**config.mk**
```make
export PLATFORM = sky130hd
export DESIGN_NAME = lpddr_bank_fsm
export DESIGN_NICKNAME = d
export VERILOG_FILES = /design/src/hdl/lpddr_sm_pkg.sv /design/src/hdl/lpddr_bank.sv /design/src/hdl/lpddr_bank_fsm.sv /design/src/hdl/lpddr_sync.sv
export SDC_FILE = /design/constraint.sdc
export NUM_CORES = 1
export LEC_CHECK = 0
export BUFFER_PORTS_ARGS = -buffer_cell sky130_fd_sc_hd__buf_2
export CAP_MARGIN = 20
export CORE_MARGIN = 1
export CORE_UTILIZATION = 55
export CTS_CLUSTER_DIAMETER = 60
export CTS_CLUSTER_SIZE = 12
export DETAILED_ROUTE_END_ITERATION = 7
export HOLD_SLACK_MARGIN = 0.02
export PLACE_DENSITY = 0.71
export SYNTH_ARGS = -nofsm -noshare
export SYNTH_HDL_FRONTEND = slang
export SYNTH_HIERARCHICAL = 1
export SYNTH_SLANG_ARGS = --single-unit
```
**constraint.sdc**
```tcl
create_clock -name clk -period 7 [get_ports clk]
set_clock_uncertainty 0.2 [all_clocks]
set_input_delay 0.7 -clock clk [delete_from_list [all_inputs] [get_ports clk]]
set_output_delay 0.7 -clock clk [all_outputs]
set_load 0.02 [all_outputs]
```
**src/hdl/lpddr_sm_pkg.sv**
```systemverilog
package lpddr_sm_pkg;
  localparam int CLK_PS = 5000;
  // core timings in ns, plain defaults
  localparam int T_RP_NS = 18;
  localparam int T_RCD_NS = 18;
  localparam int T_RFCPB_NS = 90;
  localparam int T_RFCAB_NS = 210;
  localparam int T_MRR_NS = 10;
  localparam int T_MRW_NS = 10;
  // spans more than one link period so a restart or terminate can land inside it
  localparam int T_BURST_NS = 200;
  localparam int T_XSR_NS = 220;

  // least times round up, never below one cycle
  function automatic logic [7:0] ns_to_cyc(input int ns);
    int c;
    c = (ns * 1000 + CLK_PS - 1) / CLK_PS;
    if (c < 1)
      c = 1;
    return c[7:0];
  endfunction

  localparam logic [7:0] RP_CYC = ns_to_cyc(T_RP_NS);
  localparam logic [7:0] RCD_CYC = ns_to_cyc(T_RCD_NS);
  localparam logic [7:0] RFCPB_CYC = ns_to_cyc(T_RFCPB_NS);
  localparam logic [7:0] RFCAB_CYC = ns_to_cyc(T_RFCAB_NS);
  localparam logic [7:0] MRR_CYC = ns_to_cyc(T_MRR_NS);
  localparam logic [7:0] MRW_CYC = ns_to_cyc(T_MRW_NS);
  localparam logic [7:0] BURST_CYC = ns_to_cyc(T_BURST_NS);
  localparam logic [7:0] RDAP_CYC = ns_to_cyc(T_BURST_NS + T_RP_NS);
  localparam logic [7:0] XSR_CYC = ns_to_cyc(T_XSR_NS);

  localparam logic [7:0] TMR_RST = 8'h00;
  localparam logic FLAG_RST = 1'b0;
  localparam logic CKE_PREV_RST = 1'b1;

  // decoded command codes on the cmd port
  localparam logic [3:0] CMD_NOP = 4'h0;
  localparam logic [3:0] CMD_ACT = 4'h1;
  localparam logic [3:0] CMD_RD = 4'h2;
  localparam logic [3:0] CMD_WR = 4'h3;
  localparam logic [3:0] CMD_PRE = 4'h4;
  localparam logic [3:0] CMD_REFPB = 4'h5;
  localparam logic [3:0] CMD_REFAB = 4'h6;
  localparam logic [3:0] CMD_MRW = 4'h7;
  localparam logic [3:0] CMD_MRR = 4'h8;
  localparam logic [3:0] CMD_RESET = 4'h9;
  localparam logic [3:0] CMD_BST = 4'hA;

  typedef enum logic [3:0] {
    B_IDLE, B_ACTIVATING, B_ACTIVE, B_READING, B_WRITING,
    B_RD_AP, B_WR_AP, B_PRECHARGING, B_REFRESHING
  } bank_e;

  typedef enum logic [2:0] {
    D_POWER_ON, D_RESETTING, D_RST_MRR, D_READY,
    D_MRR, D_MRW, D_REFAB, D_PREALL
  } dev_e;

  typedef enum logic [3:0] {
    OP_NONE, OP_ACT, OP_RD, OP_WR, OP_RDA, OP_WRA,
    OP_PRE, OP_REFPB, OP_REFAB, OP_BST
  } bop_e;
endpackage

```
**src/hdl/lpddr_bank.sv**
```systemverilog
`timescale 1ns/10ps
`default_nettype none
module lpddr_bank import lpddr_sm_pkg::*; (
  // clock and reset
  input wire logic clk,
  input wire logic srst,
  // operation decoded for this bank
  input wire bop_e op,
  // bank state
  output var bank_e state_q
);
  bank_e st_d;
  logic ld;
  logic [7:0] len;
  logic [7:0] tmr_q;
  logic [7:0] dwell_q;
  logic col_op;
  logic done;

  assign col_op = op inside {OP_RD, OP_WR, OP_RDA, OP_WRA};
  assign done = (tmr_q == TMR_RST);

  always_comb begin
    st_d = state_q;
    ld = 1'b0;
    len = TMR_RST;
    if (col_op && (state_q inside {B_ACTIVE, B_READING, B_WRITING})) begin
      ld = 1'b1; // [RQ1] [RQ3]
      len = (op inside {OP_RD, OP_WR}) ? BURST_CYC : RDAP_CYC; // [RQ14]
      st_d = (op == OP_RD) ? B_READING : (op == OP_WR) ? B_WRITING :
             (op == OP_RDA) ? B_RD_AP : B_WR_AP;
    end else begin
      unique case (state_q)
        B_IDLE: begin
          if (op == OP_ACT) begin
            st_d = B_ACTIVATING; // [RQ13]
            ld = 1'b1;
            len = RCD_CYC;
          end else if (op == OP_PRE) begin
            st_d = B_PRECHARGING; // [RQ19]
            ld = 1'b1;
            len = RP_CYC;
          end else if (op inside {OP_REFPB, OP_REFAB}) begin
            st_d = B_REFRESHING;
            ld = 1'b1;
            len = (op == OP_REFPB) ? RFCPB_CYC : RFCAB_CYC; // [RQ16]
          end
        end
        B_ACTIVE: begin
          if (op == OP_PRE) begin
            st_d = B_PRECHARGING;
            ld = 1'b1;
            len = RP_CYC;
          end
        end
        B_READING, B_WRITING: if (op == OP_BST || done) st_d = B_ACTIVE; // [RQ5]
        B_ACTIVATING: if (done) st_d = B_ACTIVE; // [RQ11] [RQ13]
        B_PRECHARGING, B_RD_AP, B_WR_AP, B_REFRESHING: if (done) st_d = B_IDLE; // [RQ10]
      endcase
    end
  end

  // state changes only on clock edges, on a decoded op or when the loaded timer ends [RQ23]
  always_ff @(posedge clk) begin
    if (srst)
      state_q <= B_IDLE;
    else
      state_q <= st_d;
  end

  // a loaded length n holds the timed state for exactly n cycles
  always_ff @(posedge clk) begin
    if (srst)
      tmr_q <= TMR_RST;
    else if (ld)
      tmr_q <= len - 8'h01;
    else if (!done)
      tmr_q <= tmr_q - 8'h01;
  end

  always_ff @(posedge clk) begin
    if (srst || st_d != state_q)
      dwell_q <= TMR_RST;
    else if (dwell_q != 8'hFF)
      dwell_q <= dwell_q + 8'h01;
  end

  AST_PRE_LEN: assert property (@(posedge clk) disable iff (srst) // [RQ10] [RQ19]
    (state_q == B_PRECHARGING ##1 state_q == B_IDLE) |-> $past(dwell_q) == RP_CYC - 8'h01)
    else $error("precharge left before tRP");
  AST_ACT_LEN: assert property (@(posedge clk) disable iff (srst) // [RQ11] [RQ13]
    (state_q == B_ACTIVATING ##1 state_q != B_ACTIVATING) |->
      state_q == B_ACTIVE && $past(dwell_q) == RCD_CYC - 8'h01)
    else $error("row activate did not last tRCD");
  AST_AP_LEN: assert property (@(posedge clk) disable iff (srst) // [RQ14]
    ((state_q inside {B_RD_AP, B_WR_AP}) ##1 state_q == B_IDLE) |->
      $past(dwell_q) == RDAP_CYC - 8'h01)
    else $error("auto precharge ended early");
  AST_REF_LEN: assert property (@(posedge clk) disable iff (srst) // [RQ16]
    (state_q == B_REFRESHING ##1 state_q == B_IDLE) |->
      $past(dwell_q) == RFCPB_CYC - 8'h01 || $past(dwell_q) == RFCAB_CYC - 8'h01)
    else $error("refresh length wrong");
endmodule
`default_nettype wire

```
**src/hdl/lpddr_bank_fsm.sv**
```systemverilog
// Contract
// RQ1 - READ to a reading bank starts a new burst; bank stays reading.
// RQ2 - Controller writes to a reading bank only after burst end or BST.
// RQ3 - WRITE to a writing bank starts a new burst; bank stays writing.
// RQ4 - Controller reads a writing bank only after burst end or BST.
// RQ5 - BST ends the latest READ/WRITE burst of any bank; bank goes active.
// RQ6 - RESET from power-on starts initialization; needs all banks idle.
// RQ7 - MRR while resetting holds for tMRR, then all banks idle.
// RQ8 - Commands count only with CKE high twice and exit time elapsed.
// RQ9 - Controller never sends an unlisted state and command combination.
// RQ10 - A bank is idle only once precharged and tRP elapsed.
// RQ11 - A bank is active once tRCD elapsed after its row opened.
// RQ12 - Same bank gets no command while precharging, activating or in AP burst.
// RQ13 - Row activate lasts tRCD then active; precharge lasts tRP then idle.
// RQ14 - READ/WRITE with auto precharge holds the bank until tRP, then idle.
// RQ15 - Refresh, MRR, MRW and precharge-all states accept only NOP.
// RQ16 - Per-bank refresh lasts tRFCpb; all-bank refresh lasts tRFCab.
// RQ17 - MRW lasts tMRW then all idle; MRR lasts tMRR, banks keep state.
// RQ18 - Precharge-all ends once tRP met, leaving every bank idle.
// RQ19 - PRECHARGE to an idle bank still imposes full tRP.
// RQ20 - Controller sends only NOP to a bank in an AP burst.
// RQ21 - Other banks accept ACT, READ, WRITE, PRE and BST meanwhile.
// RQ22 - MRR beside activating, active or precharging banks enters MR reading.
// RQ23 - One state register per bank plus device state, clock-edge updated.
`timescale 1ns/10ps
`default_nettype none
module lpddr_bank_fsm import lpddr_sm_pkg::*; #(
  parameter int NB = 8,
  parameter int BAW = 3
) (
  // clock and reset
  input wire logic clk,
  input wire logic srst,
  // command link from the controller
  input wire logic ck,
  input wire logic cke,
  input wire logic cs_n,
  input wire logic [3:0] cmd,
  input wire logic [BAW-1:0] ba,
  input wire logic ap,
  input wire logic ab,
  // state seen from outside
  output var bank_e bank_state [NB],
  output var dev_e dev_state_q,
  output logic [BAW-1:0] burst_bank_q,
  output logic mrr_act_q,
  output logic cmd_ok_q,
  output logic cmd_err_q
);
  if (NB < 2 || NB != (1 << BAW)) begin : g_chk
    $error("NB must equal two to the power BAW");
  end

  localparam int SW = BAW + 9;
  localparam int MRR_DLY = int'(MRR_CYC);
  localparam int MRW_DLY = int'(MRW_CYC);
  localparam int PRE_WAIT = int'(RP_CYC) + 1;
  localparam int REFAB_WAIT = int'(RFCAB_CYC) + 1;

  logic [SW-1:0] sy;
  logic ck_s;
  logic cke_s;
  logic cs_n_s;
  logic [3:0] cmd_s;
  logic [BAW-1:0] ba_s;
  logic ap_s;
  logic ab_s;

  // the link clock is sampled like data; CA is taken on its rising edge only
  lpddr_sync #(.W(SW)) u_sync (
    .clk(clk),
    .srst(srst),
    .d({ck, cke, cs_n, cmd, ba, ap, ab}),
    .q(sy)
  );
  assign {ck_s, cke_s, cs_n_s, cmd_s, ba_s, ap_s, ab_s} = sy;

  logic ck_prev_q;
  logic rise;

  always_ff @(posedge clk) begin
    if (srst)
      ck_prev_q <= FLAG_RST;
    else
      ck_prev_q <= ck_s;
  end
  assign rise = ck_s && !ck_prev_q;

  logic cke_prev_q;
  logic [7:0] exit_tmr_q;
  logic cke_ok;

  always_ff @(posedge clk) begin
    if (srst)
      cke_prev_q <= CKE_PREV_RST;
    else if (rise)
      cke_prev_q <= cke_s;
  end

  // one exit time for both power-down and self refresh; the longer one is
  // used since entry into either lies outside this block
  always_ff @(posedge clk) begin
    if (srst)
      exit_tmr_q <= TMR_RST;
    else if (rise && cke_s && !cke_prev_q)
      exit_tmr_q <= XSR_CYC; // [RQ8]
    else if (exit_tmr_q != TMR_RST)
      exit_tmr_q <= exit_tmr_q - 8'h01;
  end
  assign cke_ok = cke_s && cke_prev_q && (exit_tmr_q == TMR_RST); // [RQ8]

  logic cmd_seen;
  logic legal;
  logic accept;

  assign cmd_seen = rise && !cs_n_s && (cmd_s != CMD_NOP);

  logic all_idle;
  logic all_mrr_ok;
  logic all_pre_ok;
  logic any_active;

  always_comb begin
    all_idle = 1'b1;
    all_mrr_ok = 1'b1;
    all_pre_ok = 1'b1;
    any_active = 1'b0;
    for (int i = 0; i < NB; i++) begin
      if (bank_state[i] != B_IDLE)
        all_idle = 1'b0;
      if (!(bank_state[i] inside {B_IDLE, B_ACTIVATING, B_ACTIVE, B_PRECHARGING}))
        all_mrr_ok = 1'b0;
      if (!(bank_state[i] inside {B_IDLE, B_ACTIVE, B_PRECHARGING}))
        all_pre_ok = 1'b0;
      if (bank_state[i] inside {B_ACTIVATING, B_ACTIVE})
        any_active = 1'b1;
    end
  end

  logic [BAW-1:0] tgt;
  bank_e tgt_st;

  // burst terminate ignores the bank address and hits the latest burst
  assign tgt = (cmd_s == CMD_BST) ? burst_bank_q : ba_s; // [RQ5]
  assign tgt_st = bank_state[tgt];

  // busy banks refuse everything aimed at them
  function automatic logic bank_ok(input bank_e s, input logic [3:0] c);
    logic ok;
    ok = 1'b0;
    case (c)
      CMD_ACT: ok = (s == B_IDLE);
      CMD_RD, CMD_WR: ok = (s inside {B_ACTIVE, B_READING, B_WRITING});
      CMD_PRE: ok = (s inside {B_IDLE, B_ACTIVE});
      CMD_REFPB: ok = (s == B_IDLE);
      CMD_BST: ok = (s inside {B_READING, B_WRITING});
      default: ok = 1'b0;
    endcase
    return ok;
  endfunction

  always_comb begin
    legal = 1'b0;
    unique case (dev_state_q)
      D_POWER_ON: legal = (cmd_s == CMD_RESET) && all_idle; // [RQ6]
      D_RESETTING: legal = (cmd_s == CMD_MRR); // [RQ7]
      D_READY: begin
        case (cmd_s)
          CMD_MRR: legal = all_mrr_ok; // [RQ22]
          CMD_MRW, CMD_REFAB, CMD_RESET: legal = all_idle;
          CMD_PRE: legal = ab_s ? all_pre_ok : bank_ok(tgt_st, cmd_s);
          default: legal = bank_ok(tgt_st, cmd_s); // [RQ12] [RQ20] [RQ21]
        endcase
      end
      D_RST_MRR, D_MRR, D_MRW, D_REFAB, D_PREALL: legal = 1'b0; // [RQ15]
    endcase
  end

  // an unlisted combination is refused and flagged, never acted on
  assign accept = cmd_seen && cke_ok && legal; // [RQ9]

  bop_e gop;
  logic all_op;

  always_comb begin
    gop = OP_NONE;
    all_op = 1'b0;
    case (cmd_s)
      CMD_ACT: gop = OP_ACT;
      CMD_RD: gop = ap_s ? OP_RDA : OP_RD;
      CMD_WR: gop = ap_s ? OP_WRA : OP_WR;
      CMD_PRE: begin
        gop = OP_PRE;
        all_op = ab_s;
      end
      CMD_REFPB: gop = OP_REFPB;
      CMD_REFAB: begin
        gop = OP_REFAB;
        all_op = 1'b1;
      end
      CMD_BST: gop = OP_BST;
      default: gop = OP_NONE;
    endcase
  end

  bop_e bop [NB];

  for (genvar i = 0; i < NB; i++) begin : g_bank
    assign bop[i] = (accept && (all_op || tgt == BAW'(i))) ? gop : OP_NONE; // [RQ21]
    lpddr_bank u_bank ( // [RQ23]
      .clk(clk),
      .srst(srst),
      .op(bop[i]),
      .state_q(bank_state[i])
    );
  end

  logic [7:0] dev_tmr_q;

  always_ff @(posedge clk) begin
    if (srst) begin
      dev_state_q <= D_POWER_ON;
      dev_tmr_q <= TMR_RST;
    end else begin
      if (dev_tmr_q != TMR_RST)
        dev_tmr_q <= dev_tmr_q - 8'h01;
      unique case (dev_state_q)
        D_POWER_ON: if (accept) dev_state_q <= D_RESETTING; // [RQ6]
        D_RESETTING: begin
          if (accept) begin
            dev_state_q <= D_RST_MRR; // [RQ7]
            dev_tmr_q <= MRR_CYC - 8'h01;
          end
        end
        D_READY: begin
          if (accept) begin
            case (cmd_s)
              CMD_MRR: begin
                dev_state_q <= D_MRR; // [RQ22]
                dev_tmr_q <= MRR_CYC - 8'h01;
              end
              CMD_MRW: begin
                dev_state_q <= D_MRW; // [RQ17]
                dev_tmr_q <= MRW_CYC - 8'h01;
              end
              CMD_REFAB: dev_state_q <= D_REFAB; // [RQ16]
              CMD_RESET: dev_state_q <= D_RESETTING;
              CMD_PRE: if (ab_s) dev_state_q <= D_PREALL; // [RQ18]
              default: dev_state_q <= D_READY;
            endcase
          end
        end
        D_RST_MRR, D_MRR, D_MRW: if (dev_tmr_q == TMR_RST) dev_state_q <= D_READY; // [RQ17]
        // banks time themselves; the device waits until all have settled
        D_REFAB, D_PREALL: if (all_idle) dev_state_q <= D_READY; // [RQ18]
      endcase
    end
  end

  always_ff @(posedge clk) begin
    if (srst)
      burst_bank_q <= '0;
    else if (accept && (cmd_s == CMD_RD || cmd_s == CMD_WR))
      burst_bank_q <= ba_s; // [RQ5]
  end

  // tells an active-bank MRR from an idle one
  always_ff @(posedge clk) begin
    if (srst)
      mrr_act_q <= FLAG_RST;
    else if (accept && cmd_s == CMD_MRR)
      mrr_act_q <= any_active; // [RQ22]
  end

  always_ff @(posedge clk) begin
    if (srst) begin
      cmd_ok_q <= FLAG_RST;
      cmd_err_q <= FLAG_RST;
    end else begin
      cmd_ok_q <= accept;
      cmd_err_q <= cmd_seen && !accept;
    end
  end

  AST_READ_RESTART: assert property (@(posedge clk) disable iff (srst) // [RQ1]
    accept && cmd_s == CMD_RD && tgt_st == B_READING |=>
      bank_state[$past(ba_s)] inside {B_READING, B_RD_AP})
    else $error("read to reading bank did not restart burst");

  AST_WRITE_RESTART: assert property (@(posedge clk) disable iff (srst) // [RQ3]
    accept && cmd_s == CMD_WR && tgt_st == B_WRITING |=>
      bank_state[$past(ba_s)] inside {B_WRITING, B_WR_AP})
    else $error("write to writing bank did not restart burst");

  AST_BST_ENDS: assert property (@(posedge clk) disable iff (srst) // [RQ5]
    accept && cmd_s == CMD_BST |=> bank_state[$past(burst_bank_q)] == B_ACTIVE)
    else $error("burst terminate left the bank bursting");

  AST_RESET_START: assert property (@(posedge clk) disable iff (srst) // [RQ6]
    dev_state_q == D_POWER_ON && accept |-> all_idle ##1 dev_state_q == D_RESETTING)
    else $error("reset did not enter resetting");

  AST_RST_MRR_LEN: assert property (@(posedge clk) disable iff (srst) // [RQ7]
    $rose(dev_state_q == D_RST_MRR) |->
      ##MRR_DLY dev_state_q == D_READY && all_idle)
    else $error("resetting MRR length wrong");

  AST_CKE_GATE: assert property (@(posedge clk) disable iff (srst) // [RQ8]
    cmd_ok_q |-> $past(cke_s) && $past(cke_prev_q) && $past(exit_tmr_q) == TMR_RST)
    else $error("command taken without CKE or before exit time");

  AST_BUSY_REFUSE: assert property (@(posedge clk) disable iff (srst) // [RQ15]
    (dev_state_q inside {D_RST_MRR, D_MRR, D_MRW, D_REFAB, D_PREALL}) && cmd_seen
      |=> cmd_err_q && !cmd_ok_q)
    else $error("command taken in a NOP-only state");

  AST_REFAB_END: assert property (@(posedge clk) disable iff (srst) // [RQ16]
    $rose(dev_state_q == D_REFAB) |-> ##[1:REFAB_WAIT] dev_state_q == D_READY)
    else $error("all-bank refresh overran");

  AST_MRW_LEN: assert property (@(posedge clk) disable iff (srst) // [RQ17]
    $rose(dev_state_q == D_MRW) |-> ##MRW_DLY dev_state_q == D_READY)
    else $error("mode register write length wrong");

  AST_PREALL_END: assert property (@(posedge clk) disable iff (srst) // [RQ18]
    $rose(dev_state_q == D_PREALL) |-> ##[1:PRE_WAIT] (dev_state_q == D_READY && all_idle))
    else $error("precharge all overran");

  AST_OTHER_ACT: assert property (@(posedge clk) disable iff (srst) // [RQ21]
    accept && cmd_s == CMD_ACT |=> bank_state[$past(ba_s)] == B_ACTIVATING)
    else $error("activate to a free bank not taken");

  AST_MRR_ENTRY: assert property (@(posedge clk) disable iff (srst) // [RQ22]
    accept && cmd_s == CMD_MRR && dev_state_q == D_READY |=>
      dev_state_q == D_MRR ##MRR_DLY dev_state_q == D_READY)
    else $error("mode register read state wrong");
endmodule
`default_nettype wire

```
**src/hdl/lpddr_sync.sv**
```systemverilog
`timescale 1ns/10ps
`default_nettype none
module lpddr_sync #(
  parameter int W = 1
) (
  // clock and reset
  input wire logic clk,
  input wire logic srst,
  // asynchronous in, synchronised out
  input wire logic [W-1:0] d,
  output logic [W-1:0] q
);
  if (W < 1) begin : g_chk
    $error("W must be at least one");
  end

  logic [W-1:0] meta_q;

  always_ff @(posedge clk) begin
    if (srst) begin
      meta_q <= '0;
      q <= '0;
    end else begin
      meta_q <= d;
      q <= meta_q;
    end
  end
endmodule
`default_nettype wire
```
* Yosys cells after proc, flatten, opt, wreduce, memory -nomap -nowiden *
Index checks and enable logic that the tools add are counted.
W data, S select, Z words.

storage, ports and cells
  bits in registers = 147
  bits in latches = 0
  memory bits (writable) = 0
  ROM bits = 0
  output and inout port bits = 41
  memories kept = 0

cells by class
  add/sub/neg operators = 18
  multiply operators = 0
  divide/modulo/power cells = 0
  magnitude comparators = 1
  equal/unequal tests = 217
  shift-type cells = 0
  muxes and demuxes = 291
  bitwise operators = 1
  reduce and logical (&&, ||, !) cells = 175

operators with widths
  kind                   number
  $mux W8                52
  $mux W4                90
  $eq A4 B3 Y1 const B   69
  $pmux W4 S5            8
  $eq A4 B2 Y1 const B   36
  $pmux W8 S2            9
  $sub A8 B1 Y8 const B  18
  $eq A4 B4 Y1 const B   27
  $reduce_bool A4 Y1     25
  $ne A3 B1 Y1 const B   32
  $logic_not A8 Y1       10
  $mux W3                25
  $mux W1                73
  $eq A4 B1 Y1 const B   17
  $mux W6                10
  $reduce_bool A2 Y1     27
  $reduce_bool A3 Y1     17
  $ne A5 B1 Y1 const B   8
  $reduce_and A5 Y1      8
  $logic_not A4 Y1       9
  $reduce_or A4 Y1       8
  $pmux W3 S5            2
  $logic_and A1 B1 Y1    29
  $pmux W4 S7            1
  21 further kinds       93

* Depth between registers and ports, before layout *
Gate-level depths: netlist (run 1).

  depth after elaboration = 25
  gate-level depth with buffers = 24
  gate-level depth less buffers = 18

* Hierarchy *
Netlist (run 1), hierarchy kept.

by module, submodules not included
  module                             instances  cells an instance  area an instance (um2)  sequential area each (um2)
  lpddr_bank (g_bank[0].u_bank ...)  4          147                1182.4                  240.2
  lpddr_bank (g_bank[5].u_bank ...)  3          144                1152.4                  240.2
  lpddr_bank_fsm                     1          402                2877.8                  540.5
  lpddr_bank (g_bank[4].u_bank)      1          137                1083.5                  240.2
  lpddr_sync                         1          50                 693.2                   480.5

* Worst setup path after synthesis (run 1) *
OpenSTA, ideal clock, no wires.

  path kind = flip-flop to flip-flop
  start = reg g_bank[4].u_bank.state_q[3]
  end = reg g_bank[3].u_bank.tmr_q[6]
  setup time = 0.092 ns
  arrival = 5.288 ns
  data required time = 6.708 ns
  setup slack = 1.420 ns
  stages on the path, launching flop included = 21
  path buffers = 3
  clock period less this slack = 5.580 ns
  cells stage by stage = dfxtp_1 -> or4_1 -> a2111o_1 -> or4_1 -> o21ai_2 -> nand4_1 -> a31o_1 -> a211o_1 -> buf_6 -> buf_2 -> nor3_1 -> nor4b_1 -> o311ai_2 -> and3_1 -> buf_6 -> a21oi_1 -> ha_1 -> inv_1 -> a211o_1 -> or3_1 -> o32ai_1

RTL lines
  item                      RTL line          RTL
  start: declaration        lpddr_bank.sv:10  output var bank_e state_q
  start signal: assignment  lpddr_bank.sv:68  state_q <= st_d;
  end signal: assignment    lpddr_bank.sv:76  tmr_q <= len - 8'h01;
  end signal: assignment    lpddr_bank.sv:78  tmr_q <= tmr_q - 8'h01;
  end: declaration          lpddr_bank.sv:15  logic [7:0] tmr_q;

==> impl_metrics.yaml, run 1 <==
clock_tree:
  htree_levels: 4
  insertion_delay_ns: 0.43
  cts_root_buf: "clkbuf_16"
  path_clk_slew_ns: 0.07
  cts_sinks: 147
  cts_setup_buffers: 0
  cts_inserted_buffers: 17
  clock_path_buffers: 2
  cts_tree: "yes"
  postCtsResizedCells: 0
  postCtsHoldBufs: 0
timing:
  hold_ws_ns: 0.236
  rsz0062_at_grt: "false"
  fin_ws_ns: 0.463
  relSlewSlack_pct: 38.8
  finalCritPeriodShare_pct: 93.4
  hold_viol_final: 0
  worstMarginPinSlew_ns: 0.917
  setup_viol: 0
  fin_crit_ns: 6.54
  fin_tns_setup_ns: 0
  slew_viol_final: 0
  clock.fmax_mhz: 153
placed_design:
  postPlaceCellArea_sq_um: 13200
  dp_hpwl_microns: 23700
  io_buffers: 54
  dp_cells: 1928
  gp_congestion: 0.948
  post-place-ws_ns: 0.608
drt:
  ant_nets: 0
  drc_errors: 0
  num_vias: 12500
  dr.pass1.iters: 6
  post_drt_wl_per_cell_microns: 17.2
  routed_wl_microns: 33700
  first_iter_violations: 975
  viasPerCell: 6.38
global_routing:
  grt_pass1_wl_microns: 55600
  antenna_found_initial: 0
  track_usage_pct: 28.0
  grt_start_max_net_pins: 72
  grt_pass1_vias: 11300
  overflow: 0
setup_path:
  r2r_start: "u_sync/q[5]"
  critPathArrivalTime_ns: 6.68
  end_kind: "flop"
  startpoint: "u_sync/q[5]"
  crit_path_start_kind: "flop"
  required_ns: 7.14
  criticalPathCategory: "flop to flop"
  crit_fanout: 23
layout:
  syn2layout_area_growth_pct: 7.61
  antenna_cells: 0
  layout.nets: 1661
  fin_cells: 1962
  drive_above_1_share_pct: 18.1
  final_area_sq_um: 13800
pwr:
  ir_drop_v: 0.000235
  powerDensity_nw_per_um2: 326
  p_leak_nw: 5.12
synthesis:
  synthArstFlopShare_pct: 0
  synth_cell_types: 108
  syn_inst: 1609
  ys_seq_area_share_pct: 22.9
  ys_warn_count: 6
  synth_seq_cells: 147
  synth_edf_count: 0
  syn_nets: 1634
  synth_ff_type: "dfxtp_1"
  syn_area_sq_um: 12800
  syn_area_per_cell_sq_um: 7.98
floorplanning:
  rows: 55
  fp.dieW_microns: 155
  die_area_sq_um: 24000
  ioPinCount: 55
  core_sq_um: 22800
  die_h_microns: 155
  initial_utilization_pct: 56.4
hold_path:
  hold_path_class: "flop to flop"
  hp-start: "u_sync/meta_q[11]"
status:
  run_status: "finished, final reports clean"
flow_run:
  maxCapViolCount: 0
-- power by group --
| group | switching (mW) | total [mW] | internal (mW) |
|---|---|---|---|
| sequential | 0.248 | 1.31 | 1.06 |
| clock | 0.452 | 0.938 | 0.486 |
| combinational | 1.24 | 2.25 | 1.01 |
| total | 1.94 | 4.50 | 2.56 |
-- layer usage --
metal  global-route usage (%)  share of wire [%]  up-vias  wire length [microns]
li1                         -                  -     6176                      -
met1                     36.1                 45     5948                  15300
met2                     47.9                 47      349                  16000
met3                     4.79                5.4       49                   1820
met4                     7.59                1.6        0                    551
met5                        0                  0        -                      0
-- final cells by class --
type	instances	area (sq um)
Sequential cell	147	2940
Multi-Input combinational cell	1298	8940
Clock buffer	17	425
Inverter	61	229
Timing Repair Buffer	111	701
Clock inverter	15	184
Fill cell	2066	8960
Tap cell	313	392
-- sequential cells by signal, indices dropped and copies added, names as in the netlist --
name and flops:
g_bank.u_bank/tmr_q 64, g_bank.u_bank/state_q 32, u_sync/meta_q 12, u_sync/q 12, dev_tmr_q 8, exit_tmr_q 8
burst_bank_q 3, dev_state_q 3, ck_prev_q 1, cke_prev_q 1, cmd_err_q 1, cmd_ok_q 1
mrr_act_q 1
-- synthesized netlist by cell type, types with 22 or more instances --
| master | instances | area, sq um |
|---|---|---|
| inv_1 | 58 | 218 |
| xnor2_1 | 24 | 210 |
| nand4_1 | 25 | 156 |
| a21oi_1 | 128 | 641 |
| nand3_1 | 30 | 150 |
| nand2b_1 | 53 | 332 |
| o21ai_0 | 46 | 230 |
| nand3b_1 | 23 | 173 |
| mux2i_1 | 39 | 390 |
| nand2_1 | 114 | 428 |
| dfxtp_1 | 147 | 2940 |
| nor3_1 | 84 | 420 |
| nor2b_1 | 30 | 188 |
| a211oi_1 | 31 | 233 |
| clkbuf_1 | 25 | 93.8 |
| buf_2 | 29 | 145 |
| nor2_1 | 128 | 480 |
| nor4_1 | 22 | 138 |
-- worst paths after layout --
check                                    to  cells after the start  slack (ns)
setup / recovery  g_bank[1].u_bank/tmr_q[6]                     19        0.46
hold / removal                 u_sync/q[11]                      1        0.24
setup reg to reg  g_bank[1].u_bank/tmr_q[6]                     19        0.46
hold reg to reg                u_sync/q[11]                      1        0.24
-- per-stage QoR --
step	util, %	power, mW
finish	60.7	4.50
global route	60.7	4.86
CTS	60.6	4.51
detailed placement	57.9	3.55
global placement	57.9	3.50
floorplan	-	3.14
-- cells by family (layout without fill, tap and decap cells) --
group | count (synthesis) | in the layout | share of synthesized area (%)
XOR/XNOR | 39 | 39 | 2.66
adder cells (fa/ha/maj) | 11 | 11 | 1.07
buffers and inverters | 164 | 204 | 7.62
AND/OR/NAND/NOR | 720 | 720 | 34.2
AO/OA/AOI/OAI | 484 | 484 | 28.0
flip-flops | 147 | 147 | 22.9
multiplexers | 44 | 44 | 3.54
-- cells in the final DEF (no fill, tap or decap), types with 30 or more instances in the layout --
cell type / n
a211oi_1: 31
mux2i_1: 39
nand3_1: 30
a21oi_1: 128
nor2_1: 128
nor3_1: 84
nor2b_1: 30
o21ai_0: 46
buf_2: 53
nand2b_1: 53
inv_1: 58
dfxtp_1: 147
nand2_1: 114
buf_4: 57
-- critical path, cell delays in order, from the launching register on --
cell and delay, ns:
dfxtp_1 0.61, nand4bb_1 0.19, buf_4 0.24, mux2_2 0.41
a221oi_1 0.40, a221oi_1 0.14, o2111a_1 0.29, a2111oi_4 0.44
a211o_1 0.78, nor3_1 0.14, buf_4 0.24, nor4b_1 0.51
o311ai_2 0.25, and3_1 0.30, a21oi_1 0.20, ha_1 0.21
inv_1 0.05, a211o_1 0.26, or3_1 0.36, o32ai_1 0.21
(Power assumes the default switching activity.)
==> run 2, diff against run 1 <==
--- a/config.mk
+++ b/config.mk
@@ -7,13 +7,15 @@
 export LEC_CHECK = 0
 export BUFFER_PORTS_ARGS = -buffer_cell sky130_fd_sc_hd__buf_2
 export CAP_MARGIN = 20
+export CELL_PAD_IN_SITES_DETAIL_PLACEMENT = 1
+export CELL_PAD_IN_SITES_GLOBAL_PLACEMENT = 1
 export CORE_MARGIN = 1
-export CORE_UTILIZATION = 55
+export CORE_UTILIZATION = 48
 export CTS_CLUSTER_DIAMETER = 60
 export CTS_CLUSTER_SIZE = 12
 export DETAILED_ROUTE_END_ITERATION = 7
 export HOLD_SLACK_MARGIN = 0.02
-export PLACE_DENSITY = 0.71
+export PLACE_DENSITY = 0.81
 export SYNTH_ARGS = -nofsm -noshare
 export SYNTH_HDL_FRONTEND = slang
 export SYNTH_HIERARCHICAL = 1
==> run 2 against run 1 <==
Effect of this change: the flow now finishes with violations (DRC); sequential power barely moved; clock-buffer cell count rose by 1; die area rose by 14%; cell count rose by 1.1%; sequential cell count did not move; first-iteration DRC count rose by 3.3%; largest cell class unchanged; largest power group unchanged.
==> impl_metrics.yaml, run 2 (synthesized netlist as in run 1, its figures left out) <==
status:
  run_status: "complete, but fails checks"
  violations: "DRC"
global_routing:
  grt_start_max_net_pins: 70
  antenna_found_initial: 0
  overflow: 0
  grt_pass1_vias: 13000
  grt_pass1_wl_microns: 65600
  track_usage_pct: 29.6
clock_tree:
  clock_path_buffers: 2
  htree_levels: 4
  postCtsResizedCells: 0
  cts_setup_buffers: 0
  cts_tree: "yes"
  insertion_delay_ns: 0.44
  cts_inserted_buffers: 17
  cts_sinks: 147
  path_clk_slew_ns: 0.07
  postCtsHoldBufs: 0
  cts_root_buf: "clkbuf_16"
hold_path:
  hold_path_class: "flop to flop"
layout:
  largest_reg_flops: 64
  drive_above_1_share_pct: 18.1
  mostFrequentLayoutCells: "dfxtp_1, nor2_1, a21oi_1"
  final_area_sq_um: 13900
  final_common_cell: "dfxtp_1"
  top_regs: "g_bank.u_bank/tmr_q: 64 flops, g_bank.u_bank/state_q: 32 flops"
  fin_cells: 1984
  antenna_cells: 0
  syn2layout_area_growth_pct: 7.93
  layout.nets: 1661
  fin_util_pct: 53.0
  largest_register: "g_bank.u_bank/tmr_q"
floorplanning:
  rows: 59
  core_sq_um: 26100
  ioPinCount: 55
  fp.dieW_microns: 166
  initial_utilization_pct: 49.1
  die_area_sq_um: 27400
  die_h_microns: 166
setup_path:
  end_kind: "flop"
  required_ns: 7.14
  crit_path_start_kind: "flop"
  critPathArrivalTime_ns: 6.66
  crit_fanout: 33
  criticalPathCategory: "flop to flop"
placed_design:
  postPlaceCellArea_sq_um: 13200
  gp_congestion: 0.924
  dp_hpwl_microns: 28700
  io_buffers: 54
  dp_cells: 1951
drt:
  first_iter_violations: 1007
  routed_wl_microns: 40200
  num_vias: 13000
  ant_nets: 0
  drc_errors: 6
  dr.pass1.iters: 8
  post_drt_wl_per_cell_microns: 20.3
  viasPerCell: 6.56
timing:
  worstMarginPinSlew_ns: 0.996
  finalCritPeriodShare_pct: 93.0
  hold_viol_final: 0
  setup_viol: 0
  fin_crit_ns: 6.51
  clock.fmax_mhz: 154
  fin_tns_setup_ns: 0
  rsz0062_at_grt: "false"
  slew_viol_final: 0
  relSlewSlack_pct: 33.1
pwr:
  ir_drop_v: 0.000176
  p_leak_nw: 5.13
  powerDensity_nw_per_um2: 337
flow_run:
  maxCapViolCount: 0
[run 2: final cells by class]
cell class	count	area, sq um
Sequential cell	147	2940
Timing Repair Buffer	111	701
Multi-Input combinational cell	1298	8950
Clock inverter	14	189
Fill cell	3231	12300
Clock buffer	18	429
Inverter	61	229
Tap cell	335	419
[run 2: final timing paths]
check | slack, ns | endpoint | depth (start not counted) | startpoint
setup reg to reg | 0.49 | g_bank[1].u_bank/tmr_q[6] | 19 | u_sync/q[8]
hold reg to reg | 0.24 | u_sync/q[9] | 1 | u_sync/meta_q[9]
hold / removal | 0.24 | u_sync/q[9] | 1 | u_sync/meta_q[9]
setup / recovery | 0.49 | g_bank[1].u_bank/tmr_q[6] | 19 | u_sync/q[8]
[run 2: stage by stage]
| stage | setup WS (ns) | hold WS, ns | power [mW] |
|---|---|---|---|
| floorplan | 1.42 | 0.211 | 3.14 |
| global placement | 0.630 | 0.219 | 3.55 |
| detailed placement | 0.395 | 0.227 | 3.65 |
| CTS | 0.292 | 0.243 | 4.68 |
| global route | 0.167 | 0.260 | 5.01 |
| finish | 0.489 | 0.238 | 4.67 |
[run 2: layer usage]
| metal | routed length, microns | global-route usage [%] | vias up |
|---|---|---|---|
| met5 | 0 | 0 | - |
| met4 | 1000 | 10.8 | 0 |
| met3 | 1700 | 4.45 | 87 |
| met2 | 19600 | 51.3 | 323 |
| met1 | 17900 | 36.9 | 6435 |
| li1 | - | - | 6169 |
[run 2: power by group]
part           total (mW)  internal, mW  switching (mW)
sequential           1.30          1.06           0.235
clock                1.00         0.575           0.425
combinational        2.37          1.01            1.36
[run 2: worst max-delay path: stages (launching register included)]
cell and delay (ns):
dfxtp_1 0.61, nand4bb_2 0.51, mux2_2 0.50, a221oi_1 0.38, a221oi_1 0.17, o2111a_1 0.29
a2111oi_4 0.43, a211o_1 0.19, buf_4 0.38, nor3_1 0.13, buf_4 0.22, nor4b_1 0.50
o311ai_2 0.26, and3_1 0.33, a21oi_1 0.21, ha_1 0.22, inv_1 0.05, a211o_1 0.27
or3_1 0.35, o32ai_1 0.21
==> run 3, diff against run 2 <==
--- a/config.mk
+++ b/config.mk
@@ -5,17 +5,18 @@
 export SDC_FILE = /design/constraint.sdc
 export NUM_CORES = 1
 export LEC_CHECK = 0
-export BUFFER_PORTS_ARGS = -buffer_cell sky130_fd_sc_hd__buf_2
 export CAP_MARGIN = 20
 export CELL_PAD_IN_SITES_DETAIL_PLACEMENT = 1
 export CELL_PAD_IN_SITES_GLOBAL_PLACEMENT = 1
 export CORE_MARGIN = 1
-export CORE_UTILIZATION = 48
+export CORE_UTILIZATION = 51
+export CTS_BUF_LIST = sky130_fd_sc_hd__clkbuf_4 sky130_fd_sc_hd__clkbuf_8
 export CTS_CLUSTER_DIAMETER = 60
 export CTS_CLUSTER_SIZE = 12
 export DETAILED_ROUTE_END_ITERATION = 7
+export DONT_BUFFER_PORTS = 1
 export HOLD_SLACK_MARGIN = 0.02
-export PLACE_DENSITY = 0.81
+export PLACE_DENSITY = 0.83
 export SYNTH_ARGS = -nofsm -noshare
 export SYNTH_HDL_FRONTEND = slang
 export SYNTH_HIERARCHICAL = 1
==> run 3 against run 2 <==
Effect of this change: the flow now finishes without violations; highest routed layer unchanged; non-clock buffer count is 42 lower; core utilization is 1.9 points higher; clock-buffer cell count up 1; critical path depth did not move; die area is 5.8% lower; register-to-register slack worse by 0.05 ns; cell count decreased by 2.7%; global-route usage up 1.6 points; critical path type unchanged; first-iteration DRC count fell by 17%; design area fell by 2.8%.
==> impl_metrics.yaml, run 3 (synthesized netlist as in run 1, its figures left out) <==
setup_path:
  cp.depth: 19
  critPathArrivalTime_ns: 6.74
  rrSetupSlack_ns: 0.44
  slowest_delay_ns: 0.62
  required_ns: 7.18
  crit_fanout: 17
  end_kind: "flop"
  crit_path_start_kind: "flop"
  crit_slowest_cell: "dfxtp_1"
  cp_num_buf_inv: 3
  path_cells: "nand4bb_1 > buf_4 > mux2i_1 > o221ai_1 > o22ai_1 > and3b_1 > a2111oi_4 > a211o_1 > buf_4 > nor4_4 > nor4b_1 > o311ai_2 > and3_1 > a21oi_1 > ha_1 > inv_1 > a211o_1 > or3_1 > o32ai_1"
  criticalPathCategory: "flop to flop"
  worst_r2r_path_depth: 19
  cp_top_family: "compound AO/OA/AOI/OAI gates"
floorplanning:
  rows: 57
  initial_utilization_pct: 52.3
  die_h_microns: 161
  core_sq_um: 24500
  die_area_sq_um: 25800
  fp.dieW_microns: 161
  ioPinCount: 55
global_routing:
  grt_pass1_wl_microns: 66400
  grt_start_max_net_pins: 131
  overflow: 0
  grt_pass1_vias: 13000
  track_usage_pct: 31.2
  antenna_found_initial: 0
layout:
  largest_reg_flops: 64
  largest_register: "g_bank.u_bank/tmr_q"
  top_regs: "g_bank.u_bank/tmr_q: 64 flops, g_bank.u_bank/state_q: 32 flops"
  antenna_cells: 0
  final_common_cell: "dfxtp_1"
  fin_cells: 1931
  mostFrequentLayoutCells: "dfxtp_1, nor2_1, a21oi_1"
  syn2layout_area_growth_pct: 4.94
  drive_above_1_share_pct: 16.0
  layout.nets: 1619
drt:
  routed_wl_microns: 40500
  viasPerCell: 6.67
  dr.pass1.iters: 5
  drc_errors: 0
  num_vias: 12900
  post_drt_wl_per_cell_microns: 21.0
  ant_nets: 0
  first_iter_violations: 831
timing:
  slew_viol_final: 0
  worstMarginPinSlew_ns: 0.876
  hold_viol_final: 0
  rsz0062_at_grt: "false"
  setup_viol: 0
  clock.fmax_mhz: 152
  fin_crit_ns: 6.56
  relSlewSlack_pct: 41.2
  fin_tns_setup_ns: 0
  finalCritPeriodShare_pct: 93.7
pwr:
  p_sw_share_pct: 45.1
  pwr-share-comb_pct: 53.5
  p_clk_share_pct: 17.0
  switchingPower_mw: 1.98
  ir_drop_v: 0.000163
  p_int_mw: 2.41
  powerDensity_nw_per_um2: 326
  p_leak_nw: 4.83
  power.share.sequential_pct: 29.5
clock_tree:
  insertion_delay_ns: 0.48
  htree_levels: 4
  clock_path_buffers: 2
  path_clk_slew_ns: 0.09
  cts_setup_buffers: 0
  postCtsHoldBufs: 0
  cts_sinks: 147
  cts_inserted_buffers: 17
  cts_tree: "yes"
  cts_root_buf: "clkbuf_8"
placed_design:
  io_buffers: 0
  dp_hpwl_microns: 29100
  gp_congestion: 0.902
  dp_cells: 1899
flow_run:
  maxCapViolCount: 0
hold_path:
  min_path_cells: 1
  hold_path_class: "primary input to flop"
status:
  run_status: "finished, final reports clean"
## run 3: cell type report
class | count | area [sq um]
clock inverter | 13 | 160
fill | 3057 | 11100
sequential | 147 | 2940
timing repair buffer | 69 | 518
inverter | 61 | 229
multi-input combinational | 1298 | 8960
clock buffer | 19 | 262
tap | 324 | 405
## run 3: worst paths after layout
| path | from | end |
|---|---|---|
| max | u_sync/q[5] | g_bank[3].u_bank/tmr_q[6] |
| min | srst | g_bank[7].u_bank/tmr_q[2] |
| max reg2reg | u_sync/q[5] | g_bank[3].u_bank/tmr_q[6] |
| min reg2reg | u_sync/meta_q[11] | u_sync/q[11] |
## run 3: layer usage
metal / vias up / share of wire (%) / global-route usage (%) / wire [microns]
li1: 6082 / - / - / -
met1: 6374 / 43 / 37.5 / 17400
met2: 329 / 49 / 54.1 / 19800
met3: 102 / 4.8 / 5.79 / 1940
met4: 0 / 3.3 / 13.5 / 1320
met5: - / 0 / 0 / 0
## run 3: worst reg2reg max path, stage by stage (launching register included)
cell       delay [ns]
dfxtp_1          0.62
nand4bb_1        0.20
buf_4            0.24
mux2i_1          0.60
o221ai_1         0.26
o22ai_1          0.30
and3b_1          0.25
a2111oi_4        0.40
a211o_1          0.59
buf_4            0.35
nor4_4           0.12
nor4b_1          0.47
o311ai_2         0.25
and3_1           0.32
a21oi_1          0.20
ha_1             0.21
inv_1            0.05
a211o_1          0.26
or3_1            0.35
o32ai_1          0.23
## run 3: stage by stage
stage | utilization [%] | power [mW] | setup WS (ns) | hold WS (ns) | area, sq um
after floorplan | - | 3.14 | 1.42 | 0.211 | 12800
after global placement | 53.1 | 3.50 | 0.887 | 0.225 | 13000
after detailed placement | 53.2 | 3.62 | 0.607 | 0.221 | 13000
after CTS | 54.9 | 4.39 | 0.600 | 0.0625 | 13500
after global routing | 54.9 | 4.70 | 0.0476 | 0.0621 | 13500
final | 54.9 | 4.39 | 0.440 | 0.0892 | 13500
## run 3: power by group through the flow
| stage | Sequential (mW) | Combinational (mW) | Clock (mW) |
|---|---|---|---|
| 2_1_floorplan | 1.29 | 1.85 | 0 |
| 3_3_place_gp | 1.29 | 2.21 | 0 |
| 3_5_place_dp | 1.30 | 2.32 | 0 |
| 4_1_cts | 1.29 | 2.34 | 0.764 |
| 5_1_grt | 1.32 | 2.58 | 0.801 |
| 6_report | 1.29 | 2.35 | 0.746 |
## run 3: timing repair
item / CTS / global route
endpoints found under the setup margin: 0 / 1
endpoints found under the hold margin: 0 / 0
gates resized for setup: 0 / 1
